===== src/phase_offset_pkg.sv =====
// Package for the phase offset control block: register offsets, layouts and reset values.
// Assumes a 32-bit APB slave with one aligned word per register.
package phase_offset_pkg;
	// Printed offset 0x72 is not a multiple of four, so it is kept as an index.
	localparam logic [7:0]  TRIM_INDEX        = 8'h72;
	localparam logic [7:0]  OFFSET_HIGH_INDEX = 8'h71;
	localparam logic [7:0]  OFFSET_LOW_INDEX  = 8'h70;
	localparam logic [7:0]  CONTROL_INDEX     = 8'h74;
	localparam logic [7:0]  STATUS_INDEX      = 8'h75;
	localparam logic [7:0]  APPLIED_INDEX     = 8'h76;
	localparam logic [7:0]  TRIM_RESET        = 8'h00;
	localparam logic [7:0]  OFFSET_RESET      = 8'h00;
	localparam logic [2:0]  CONTROL_RESET     = 3'h0;
	localparam int          TRIM_WIDTH        = 6;
	localparam int          CTRL_RAMP_DIS_BIT = 0;
	localparam int          CTRL_PBO_MON_BIT  = 1;
	localparam int          CTRL_PBO_PHM_BIT  = 2;
	localparam logic [5:0]  TRIM_MAX_CODE     = 6'h0d;
	localparam logic [5:0]  TRIM_MIN_CODE     = 6'h33;
	localparam int          RAMP_DIV_DEFAULT  = 16;
endpackage : phase_offset_pkg


===== src/phase_offset_ctrl.sv =====
// Phase offset control: programmed offset with ramping, and build-out mean error trim.
// Assumes an APB master on pclk and a loop-locked level from the DPLL on the same clock.
`timescale 1ns/1ns
`default_nettype none

// Operation
// - The upper offset byte supplies bits 15 to 8 of the 16-bit phase offset.
// - A new offset written while locked is approached step by step, not jumped to.
// - Software may disable ramping, which is only safe for changes made in holdover.
// - While phase build-out is enabled in either monitor, the programmed offset is ignored.
// - Each build-out event may leave a residual phase error of up to 5 ns.
// - With zero trim the mean residual error over many build-out events is zero.
// - The trim is added as a fixed offset on every build-out event.
// - The six-bit trim is two's complement, 0.101 ns per step.
module phase_offset_ctrl #(
	parameter int RAMP_DIV = phase_offset_pkg::RAMP_DIV_DEFAULT
) (
	input  wire logic        pclk,
	input  wire logic        presetn,
	input  wire logic        psel,
	input  wire logic        penable,
	input  wire logic        pwrite,
	input  wire logic [11:0] paddr,
	input  wire logic [31:0] pwdata,
	output logic      [31:0] prdata,
	output logic             pready,
	output logic             pslverr,
	input  wire logic        loop_locked,
	input  wire logic        pbo_event,
	output logic      [15:0] applied_offset,
	output logic             phase_build_out_active,
	output logic      [5:0]  pbo_event_trim,
	output logic             pbo_event_strobe
);
	logic [7:0]  offset_high_reg;
	logic [7:0]  offset_low_reg;
	logic [5:0]  trim_reg;
	logic [2:0]  control_reg;
	logic [15:0] applied_reg;
	logic [15:0] applied_next;
	logic [$clog2(RAMP_DIV+1)-1:0] div_reg;
	logic        ramp_tick;
	logic        ramping_reg;
	logic        pbo_sticky_reg;
	logic        pbo_active_reg;

	wire         access     = psel && penable;
	wire         setup_cyc  = psel && !penable;
	wire         wr_en      = access && pwrite;
	wire  [9:0]  word_index = paddr[11:2];
	wire         sel_trim   = word_index == {2'h0, phase_offset_pkg::TRIM_INDEX};
	wire         sel_high   = word_index == {2'h0, phase_offset_pkg::OFFSET_HIGH_INDEX};
	wire         sel_low    = word_index == {2'h0, phase_offset_pkg::OFFSET_LOW_INDEX};
	wire         sel_ctrl   = word_index == {2'h0, phase_offset_pkg::CONTROL_INDEX};
	wire         sel_stat   = word_index == {2'h0, phase_offset_pkg::STATUS_INDEX};
	wire         sel_appl   = word_index == {2'h0, phase_offset_pkg::APPLIED_INDEX};
	wire         mapped     = sel_trim || sel_high || sel_low || sel_ctrl || sel_stat || sel_appl;
	// Writes to the status and applied registers get an error as well; a status write still clears the sticky bit.
	wire         bad_access = !mapped || (pwrite && (sel_stat || sel_appl));

	wire  [15:0] programmed = {offset_high_reg, offset_low_reg};
	wire         pbo_on     = pbo_active_reg;
	wire         pbo_hit    = pbo_event && pbo_on;
	wire         stat_clear = wr_en && sel_stat;
	wire  [15:0] target     = pbo_on ? 16'h0000 : programmed;
	wire         ramp_off   = control_reg[phase_offset_pkg::CTRL_RAMP_DIS_BIT];
	wire         step_mode  = loop_locked && !ramp_off;
	wire         trim_legal = ($signed(trim_reg) <= $signed(phase_offset_pkg::TRIM_MAX_CODE))
	                       && ($signed(trim_reg) >= $signed(phase_offset_pkg::TRIM_MIN_CODE));

	// Ramping moves one LSB per tick; compare as signed since offsets are two's complement.
	always_comb
	begin
		applied_next = applied_reg;
		if (!step_mode)
			applied_next = target;
		else if (ramp_tick && applied_reg != target)
		begin
			if ($signed(target) > $signed(applied_reg))
				applied_next = applied_reg + 16'h0001;
			else
				applied_next = applied_reg - 16'h0001;
		end
	end

	// One step per RAMP_DIV cycles keeps the slope gentle; a large jump takes long to settle.
	assign ramp_tick = div_reg == ($clog2(RAMP_DIV+1))'(RAMP_DIV - 1);

	always_ff @(posedge pclk or negedge presetn)
	begin
		if (!presetn)
			div_reg <= '0;
		else if (ramp_tick)
			div_reg <= '0;
		else
			div_reg <= div_reg + 1'b1;
	end

	always_ff @(posedge pclk or negedge presetn)
	begin
		if (!presetn)
			offset_high_reg <= phase_offset_pkg::OFFSET_RESET;
		else if (wr_en && sel_high)
			offset_high_reg <= pwdata[7:0];
	end

	always_ff @(posedge pclk or negedge presetn)
	begin
		if (!presetn)
			offset_low_reg <= phase_offset_pkg::OFFSET_RESET;
		else if (wr_en && sel_low)
			offset_low_reg <= pwdata[7:0];
	end

	// Only six bits are stored, so the two unused bits can neither be written nor read back.
	always_ff @(posedge pclk or negedge presetn)
	begin
		if (!presetn)
			trim_reg <= phase_offset_pkg::TRIM_RESET[5:0];
		else if (wr_en && sel_trim)
			trim_reg <= pwdata[5:0];
	end

	always_ff @(posedge pclk or negedge presetn)
	begin
		if (!presetn)
			control_reg <= phase_offset_pkg::CONTROL_RESET;
		else if (wr_en && sel_ctrl)
			control_reg <= pwdata[2:0];
	end

	// The build-out flag is loaded with the control word rather than decoded from it,
	// so the output leaves a flip-flop and still changes in the same cycle as the bits.
	always_ff @(posedge pclk or negedge presetn)
	begin
		if (!presetn)
			pbo_active_reg <= 1'b0;
		else if (wr_en && sel_ctrl)
			pbo_active_reg <= pwdata[phase_offset_pkg::CTRL_PBO_MON_BIT]
			               || pwdata[phase_offset_pkg::CTRL_PBO_PHM_BIT];
	end

	always_ff @(posedge pclk or negedge presetn)
	begin
		if (!presetn)
		begin
			applied_reg <= 16'h0000;
			ramping_reg <= 1'b0;
		end
		else
		begin
			applied_reg <= applied_next;
			ramping_reg <= applied_next != target;
		end
	end

	// The trim rides along with each build-out event as a fixed offset; with zero trim the
	// residual error of the event alone is unbiased, up to 5 ns either way.
	always_ff @(posedge pclk or negedge presetn)
	begin
		if (!presetn)
			pbo_event_strobe <= 1'b0;
		else
			pbo_event_strobe <= pbo_hit;
	end

	always_ff @(posedge pclk or negedge presetn)
	begin
		if (!presetn)
			pbo_event_trim <= phase_offset_pkg::TRIM_RESET[5:0];
		else if (pbo_hit)
			pbo_event_trim <= trim_reg;
	end

	// A new event beats a clear in the same cycle, so no event is lost to that race.
	always_ff @(posedge pclk or negedge presetn)
	begin
		if (!presetn)
			pbo_sticky_reg <= 1'b0;
		else if (pbo_hit)
			pbo_sticky_reg <= 1'b1;
		else if (stat_clear)
			pbo_sticky_reg <= 1'b0;
	end

	wire [31:0] read_word =
		sel_trim ? {26'h0, trim_reg} :
		sel_high ? {24'h0, offset_high_reg} :
		sel_low  ? {24'h0, offset_low_reg} :
		sel_ctrl ? {29'h0, control_reg} :
		sel_stat ? {28'h0, pbo_sticky_reg, !trim_legal, pbo_on, ramping_reg} :
		sel_appl ? {16'h0, applied_reg} :
		32'h0000_0000;

	always_ff @(posedge pclk or negedge presetn)
	begin
		if (!presetn)
		begin
			pready  <= 1'b0;
			pslverr <= 1'b0;
		end
		else
		begin
			pready  <= setup_cyc;
			pslverr <= setup_cyc && bad_access;
		end
	end

	// Read data is taken in the setup cycle, so it is settled for the whole access cycle.
	always_ff @(posedge pclk or negedge presetn)
	begin
		if (!presetn)
			prdata <= 32'h0000_0000;
		else if (setup_cyc && !pwrite)
			prdata <= read_word;
	end

	assign applied_offset         = applied_reg;
	assign phase_build_out_active = pbo_active_reg;
endmodule : phase_offset_ctrl

`default_nettype wire


===== config.mk =====
export PLATFORM = sky130hd
export DESIGN_NAME = phase_offset_ctrl
export DESIGN_NICKNAME = d
export VERILOG_FILES = /design/src/phase_offset_pkg.sv /design/src/phase_offset_ctrl.sv
export SDC_FILE = /design/constraint.sdc
export NUM_CORES = 1
export LEC_CHECK = 0
export BUFFER_PORTS_ARGS = -buffer_cell sky130_fd_sc_hd__buf_4
export CAP_MARGIN = 20
export CELL_PAD_IN_SITES_DETAIL_PLACEMENT = 1
export CELL_PAD_IN_SITES_GLOBAL_PLACEMENT = 1
export CORE_MARGIN = 4
export CORE_UTILIZATION = 40
export CTS_BUF_LIST = sky130_fd_sc_hd__clkbuf_8
export CTS_CLUSTER_DIAMETER = 40
export DETAILED_ROUTE_END_ITERATION = 12
export PLACE_DENSITY_LB_ADDON = 0.1
export SLEW_MARGIN = 40
export SYNTH_ARGS = -nofsm -noshare
export SYNTH_HDL_FRONTEND = slang
export SYNTH_SLANG_ARGS = --single-unit

===== constraint.sdc =====
create_clock -name pclk -period 16.35 [get_ports pclk]
set_clock_uncertainty 0.1 [all_clocks]
set_input_delay 3.27 -clock pclk [delete_from_list [all_inputs] [get_ports pclk]]
set_output_delay 3.27 -clock pclk [all_outputs]
set_load 0.1 [all_outputs]

# Yosys cells after proc, flatten, opt, wreduce, memory -nomap -nowiden
# Cells that the tools add are included.
# op_classes
n_lt_le_gt_ge	3
mux	13
add_sub_neg	3
n_eq_ne	9
reduce_logical	29
# op_table
op	count
$mux W16	10
$eq A10 B7 Y1 const B	6
$ne A16 B16 Y1	2
$add A16 B1 Y16 const B	1
$gt A16 B16 Y1	1
$sub A16 B1 Y16 const B	1
$logic_and A1 B1 Y1	15
$logic_or A1 B1 Y1	8
$ge A6 B5 Y1 const B	1
$le A6 B5 Y1 const B	1
$add A5 B1 Y5 const B	1
$eq A5 B4 Y1 const B	1
$logic_not A1 Y1	5
$mux W5	1
$mux W1	2
$reduce_bool A2 Y1	1
# totals
out_inout_bits	58
regBits	90

# Depth between registers and ports, before layout
# logic_depth
depth_word	9
mapped_depth	22
ltp_nobuf	20

# Worst setup path after synthesis
# OpenSTA, ideal clock, no wires.
# synth_timing
path_kind	reg2reg
startpoint	reg pbo_active_reg, in the netlist phase_build_out_active
endpoint	reg ramping_reg
setup_time_ns	0.128
setup_slack_ns	10.235
path_stages_with_launch	23
n_path_buf	3
required_ns	16.122
arrival_ns	5.887
period_less_slack_ns	6.115
cell_sequence	dfrtp_1 -> clkbuf_1 -> clkbuf_1 -> nor2b_1 -> ha_1 -> and4_1 -> nand2_1 -> o311a_1 -> o21ai_1 -> mux2i_1 -> buf_2 -> nand2b_1 -> ha_1 -> a211oi_1 -> nor2_1 -> a41oi_1 -> o31ai_1 -> a21o_1 -> a21oi_1 -> nor2_1 -> o31ai_1 -> o2111a_1 -> o21ai_2
# synth_via
elab_chain_cells	6
elab_cells_between_ends	8
cone_classes	order compare: 1; eq/ne: 2; mux: 4; reduce/logical: 1
# synth_lines
element	line	source
start, declared	phase_offset_ctrl.sv:45	logic pbo_active_reg;
start signal, assigned	phase_offset_ctrl.sv:139	pbo_active_reg <= pwdata[phase_offset_pkg::CTRL_PBO_MON_BIT]
$mux W16 (*)	phase_offset_ctrl.sv:65	wire [15:0] target = pbo_on ? 16'h0000 : programmed;
$gt A16 B16 Y1 / $ne A16 B16 Y1 (equally long branches)	phase_offset_ctrl.sv:79, phase_offset_ctrl.sv:77	
$mux W16 / $logic_and A1 B1 Y1 (equally long branches)	phase_offset_ctrl.sv:79, phase_offset_ctrl.sv:77	
$mux W16	phase_offset_ctrl.sv:77	else if (ramp_tick && applied_reg != target)
$mux W16	phase_offset_ctrl.sv:75	if (!step_mode)
$ne A16 B16 Y1 (*)	phase_offset_ctrl.sv:153	ramping_reg <= applied_next != target;
end signal, assigned	phase_offset_ctrl.sv:153	
end, declared	phase_offset_ctrl.sv:43	logic ramping_reg;
# Every way passes the cells marked *; elsewhere a longest branch is shown, timed or not.
# A chain may end at the register's enable or synchronous reset.

# Worst setup path in the final report
# Ends and elaborated chain as after synthesis.

==> results.sh <==
export IMPL_die_area_mm2=0.0147
export IMPL_final_core_util_pct=47.0
export IMPL_slowest_delay_ps=730
export IMPL_initial_utilization_pct=40.7
export IMPL_avgSynthCellArea_um2=9.00
export IMPL_yosysUniqueCellTypes=69
export IMPL_cap_violations=0
export IMPL_initialDrtViolationCount=189
export IMPL_switchingPower_w=0.000245
export IMPL_synth_cells=569
export IMPL_grtUsageTotal_pct=21.2
export IMPL_crit_path_top_delay_cell="nand2b_1"
export IMPL_switching_share_pct=43.1
export IMPL_peakVddDrop_uv=48.0
export IMPL_min_delay_path_class="reg -> reg"
export IMPL_grt_pass1_vias=4635
export IMPL_fmax_ghz=0.145
export IMPL_wirelength_mm=15.1
export IMPL_syn_to_final_growth_pct=15.3
export IMPL_yosys_area_top_type="dfrtp_1"
export IMPL_drive_above_1_share_pct=20.3
export IMPL_ant_nets=0
export IMPL_clk_pin_slew_ps=90
export IMPL_synth_area_leaders="dfrtp_1, ha_1, mux2_2, nand2_1, xnor2_1"
export IMPL_slew_headroom_pct=46.3
export IMPL_cts_tree="done"
export IMPL_period_needed_ps=6910
export IMPL_cts_setup_buffers=0
export IMPL_cts_hold_buf=0
export IMPL_grt_start_max_net_pins=75
export IMPL_synth_edf_count=0
export IMPL_first_pass_iters=7
export IMPL_yosysWarnings=0
export IMPL_vias=4431
export IMPL_die_h_um=121
export IMPL_final_cell_mix="dfrtp_1, buf_4, nand2_1, nor2_1, o21ai_0"
export IMPL_fp_coreArea_mm2=0.0126
export IMPL_clk_latency_ps=360
export IMPL_worst_slew_pin_slew_ps=805
export IMPL_dp_slack_ps=9470
export IMPL_power_share_combinational_pct=40.9
export IMPL_path_max_fanout=23
export IMPL_grt_pass1_wl_mm=24.8
export IMPL_synth_area_mm2=0.00512
export IMPL_route_met2_wl_mm=7.63
export IMPL_yosys_register_bits=74
export IMPL_power_density_mw_per_mm2=96.2
export IMPL_antenna_found_initial=0
export IMPL_placement_io_buffers=66
export IMPL_rows=41
export IMPL_p_seq_share_pct=34.8
export IMPL_worstSetupPathType="reg -> reg"
export IMPL_rsz0062_at_grt="no"
export IMPL_die_w_um=121
export IMPL_path_common_cell="nand4_1"
export IMPL_diodes=0
export IMPL_crit_path_end_kind="flop"
export IMPL_status="finished clean"
export IMPL_global_route_overflow_total=0
export IMPL_wl_met1_mm=6.80
export IMPL_setup_ws_ps=9440
export IMPL_io_pins=109
export IMPL_netlist_area_leader_share_pct=36.2
export IMPL_cts_buffer_depth=2
export IMPL_nets=706
export IMPL_ctsResizeCount=0
export IMPL_drt_wirelength_per_cell_um=18.8
export IMPL_avgViaCountPerCell=5.52
export IMPL_dp_hpwl_mm=11.7
export IMPL_cts_buffers_inserted=9
export IMPL_period_share_pct=42.3
export IMPL_timing_final_hold_violations=0
export IMPL_finalMaxSlewViolations=0
export IMPL_crit_required_ps=16530
export IMPL_cts_max_level=3
export IMPL_power_leakage_nw=2.78
export IMPL_gp_congestion=0.883
export IMPL_cts_root_buffer="clkbuf_8"
export IMPL_fillerInstances=1516
export IMPL_final_common_cell="dfrtp_1"
export IMPL_startpoint_type="flop"
export IMPL_clkPwrFrac_pct=24.3
export IMPL_cpLargestDelayFamily="compound AO/OA/AOI/OAI gates"
export IMPL_met3_length_um=515
export IMPL_crit_chain="buf_4 > nand2b_1 > inv_1 > ha_1 > nand4_1 > or3_1 > o21ai_1 > mux2i_2 > nand2b_1 > ha_1 > a211oi_1 > o211ai_1 > a311oi_1 > o21ai_1 > nand4_1 > nor2_1 > a211oi_1 > nand4_1 > o2111a_1 > o21ai_2"
export IMPL_drc=0
export IMPL_cp_arrival_ps=7090
export IMPL_synth_ff_type="dfrtp_1"
export IMPL_ys_seq_area_share_pct=36.2
export IMPL_synthArstFlopShare_pct=100
export IMPL_worst_path_buf_inv=2
export IMPL_finalSetupTns_ps=0
export IMPL_p_int_w=0.000323
export IMPL_top_layer_used="met4"
export IMPL_setup_viol=0
export IMPL_cts_sinks=74
## synthesized netlist by cell type (3+ instances only)
master,number
o31ai_1,5
o21ai_1,9
o211ai_1,4
a32oi_1,3
a22oi_1,5
xor2_1,11
mux2i_1,4
a31oi_1,8
a21oi_1,28
or3_1,3
or2_2,3
a211oi_1,8
nor3_1,7
o21ai_0,33
nand2b_1,11
nor4_1,3
inv_1,22
nand4_1,6
ha_1,29
mux2_1,7
buf_4,16
clkbuf_1,19
nand2_1,61
dfrtp_1,74
nor2_1,41
nor2b_1,16
o22ai_1,3
buf_2,3
a21o_1,6
nand3_1,21
mux2_2,25
xnor2_1,23
## stage by stage
stage	cells	power [W]	hold WS [ps]	area (µm²)
floorplan	584	0.000378	333	5180
global placement	786	0.000426	350	5700
detailed placement	786	0.000432	358	5720
CTS	802	0.000571	370	5900
global route	802	0.000602	400	5910
finish	802	0.000568	367	5910
## layout make-up
class	instances	area (µm²)	area share, %
clock inverter	6	50.0	0.847
sequential	74	1850	31.3
tap	172	215	3.64
clock buffer	10	138	2.33
timing repair buffer	71	537	9.09
inverter	22	82.6	1.40
multi-input combinational	447	3030	51.3
## worst paths after layout
| check | from | cells past startpoint | to | slack [ps] |
|---|---|---|---|---|
| max | phase_build_out_active | 20 | ramping_reg | 9440 |
| min | div_reg[0] | 1 | div_reg[0] | 370 |
| max reg2reg | phase_build_out_active | 20 | ramping_reg | 9440 |
| min reg2reg | div_reg[0] | 1 | div_reg[0] | 370 |
| max in group asynchronous | presetn | 1 | applied_offset[9] | 12830 |
| min in group asynchronous | presetn | 1 | prdata[12] | 2810 |
## power groups by stage
stage                     logic (W)  clock network (W)  registers [W]
after floorplan            0.000149                  0       0.000229
after global placement     0.000225                  0       0.000201
after detailed placement   0.000231                  0       0.000201
after CTS                  0.000232           0.000142       0.000198
after global routing       0.000253           0.000151       0.000199
final                      0.000233           0.000138       0.000197
## routing by layer
metal | track usage [%] | up-vias
li1 | - | 2119
met1 | 27.9 | 2217
met2 | 37.5 | 83
met3 | 3.12 | 12
met4 | 3.85 | 0
met5 | 0 | -
## cells by family after synthesis
group / share of synthesized area [%]
adder cells (fa/ha/maj): 7.92
AO/OA/AOI/OAI: 17.3
flip-flops: 36.2
multiplexers: 8.09
other: 0.0732
AND/OR/NAND/NOR: 18.6
XOR/XNOR: 5.81
buffers and inverters: 6.01
Note: power is estimated with default switching activity, not from simulation.
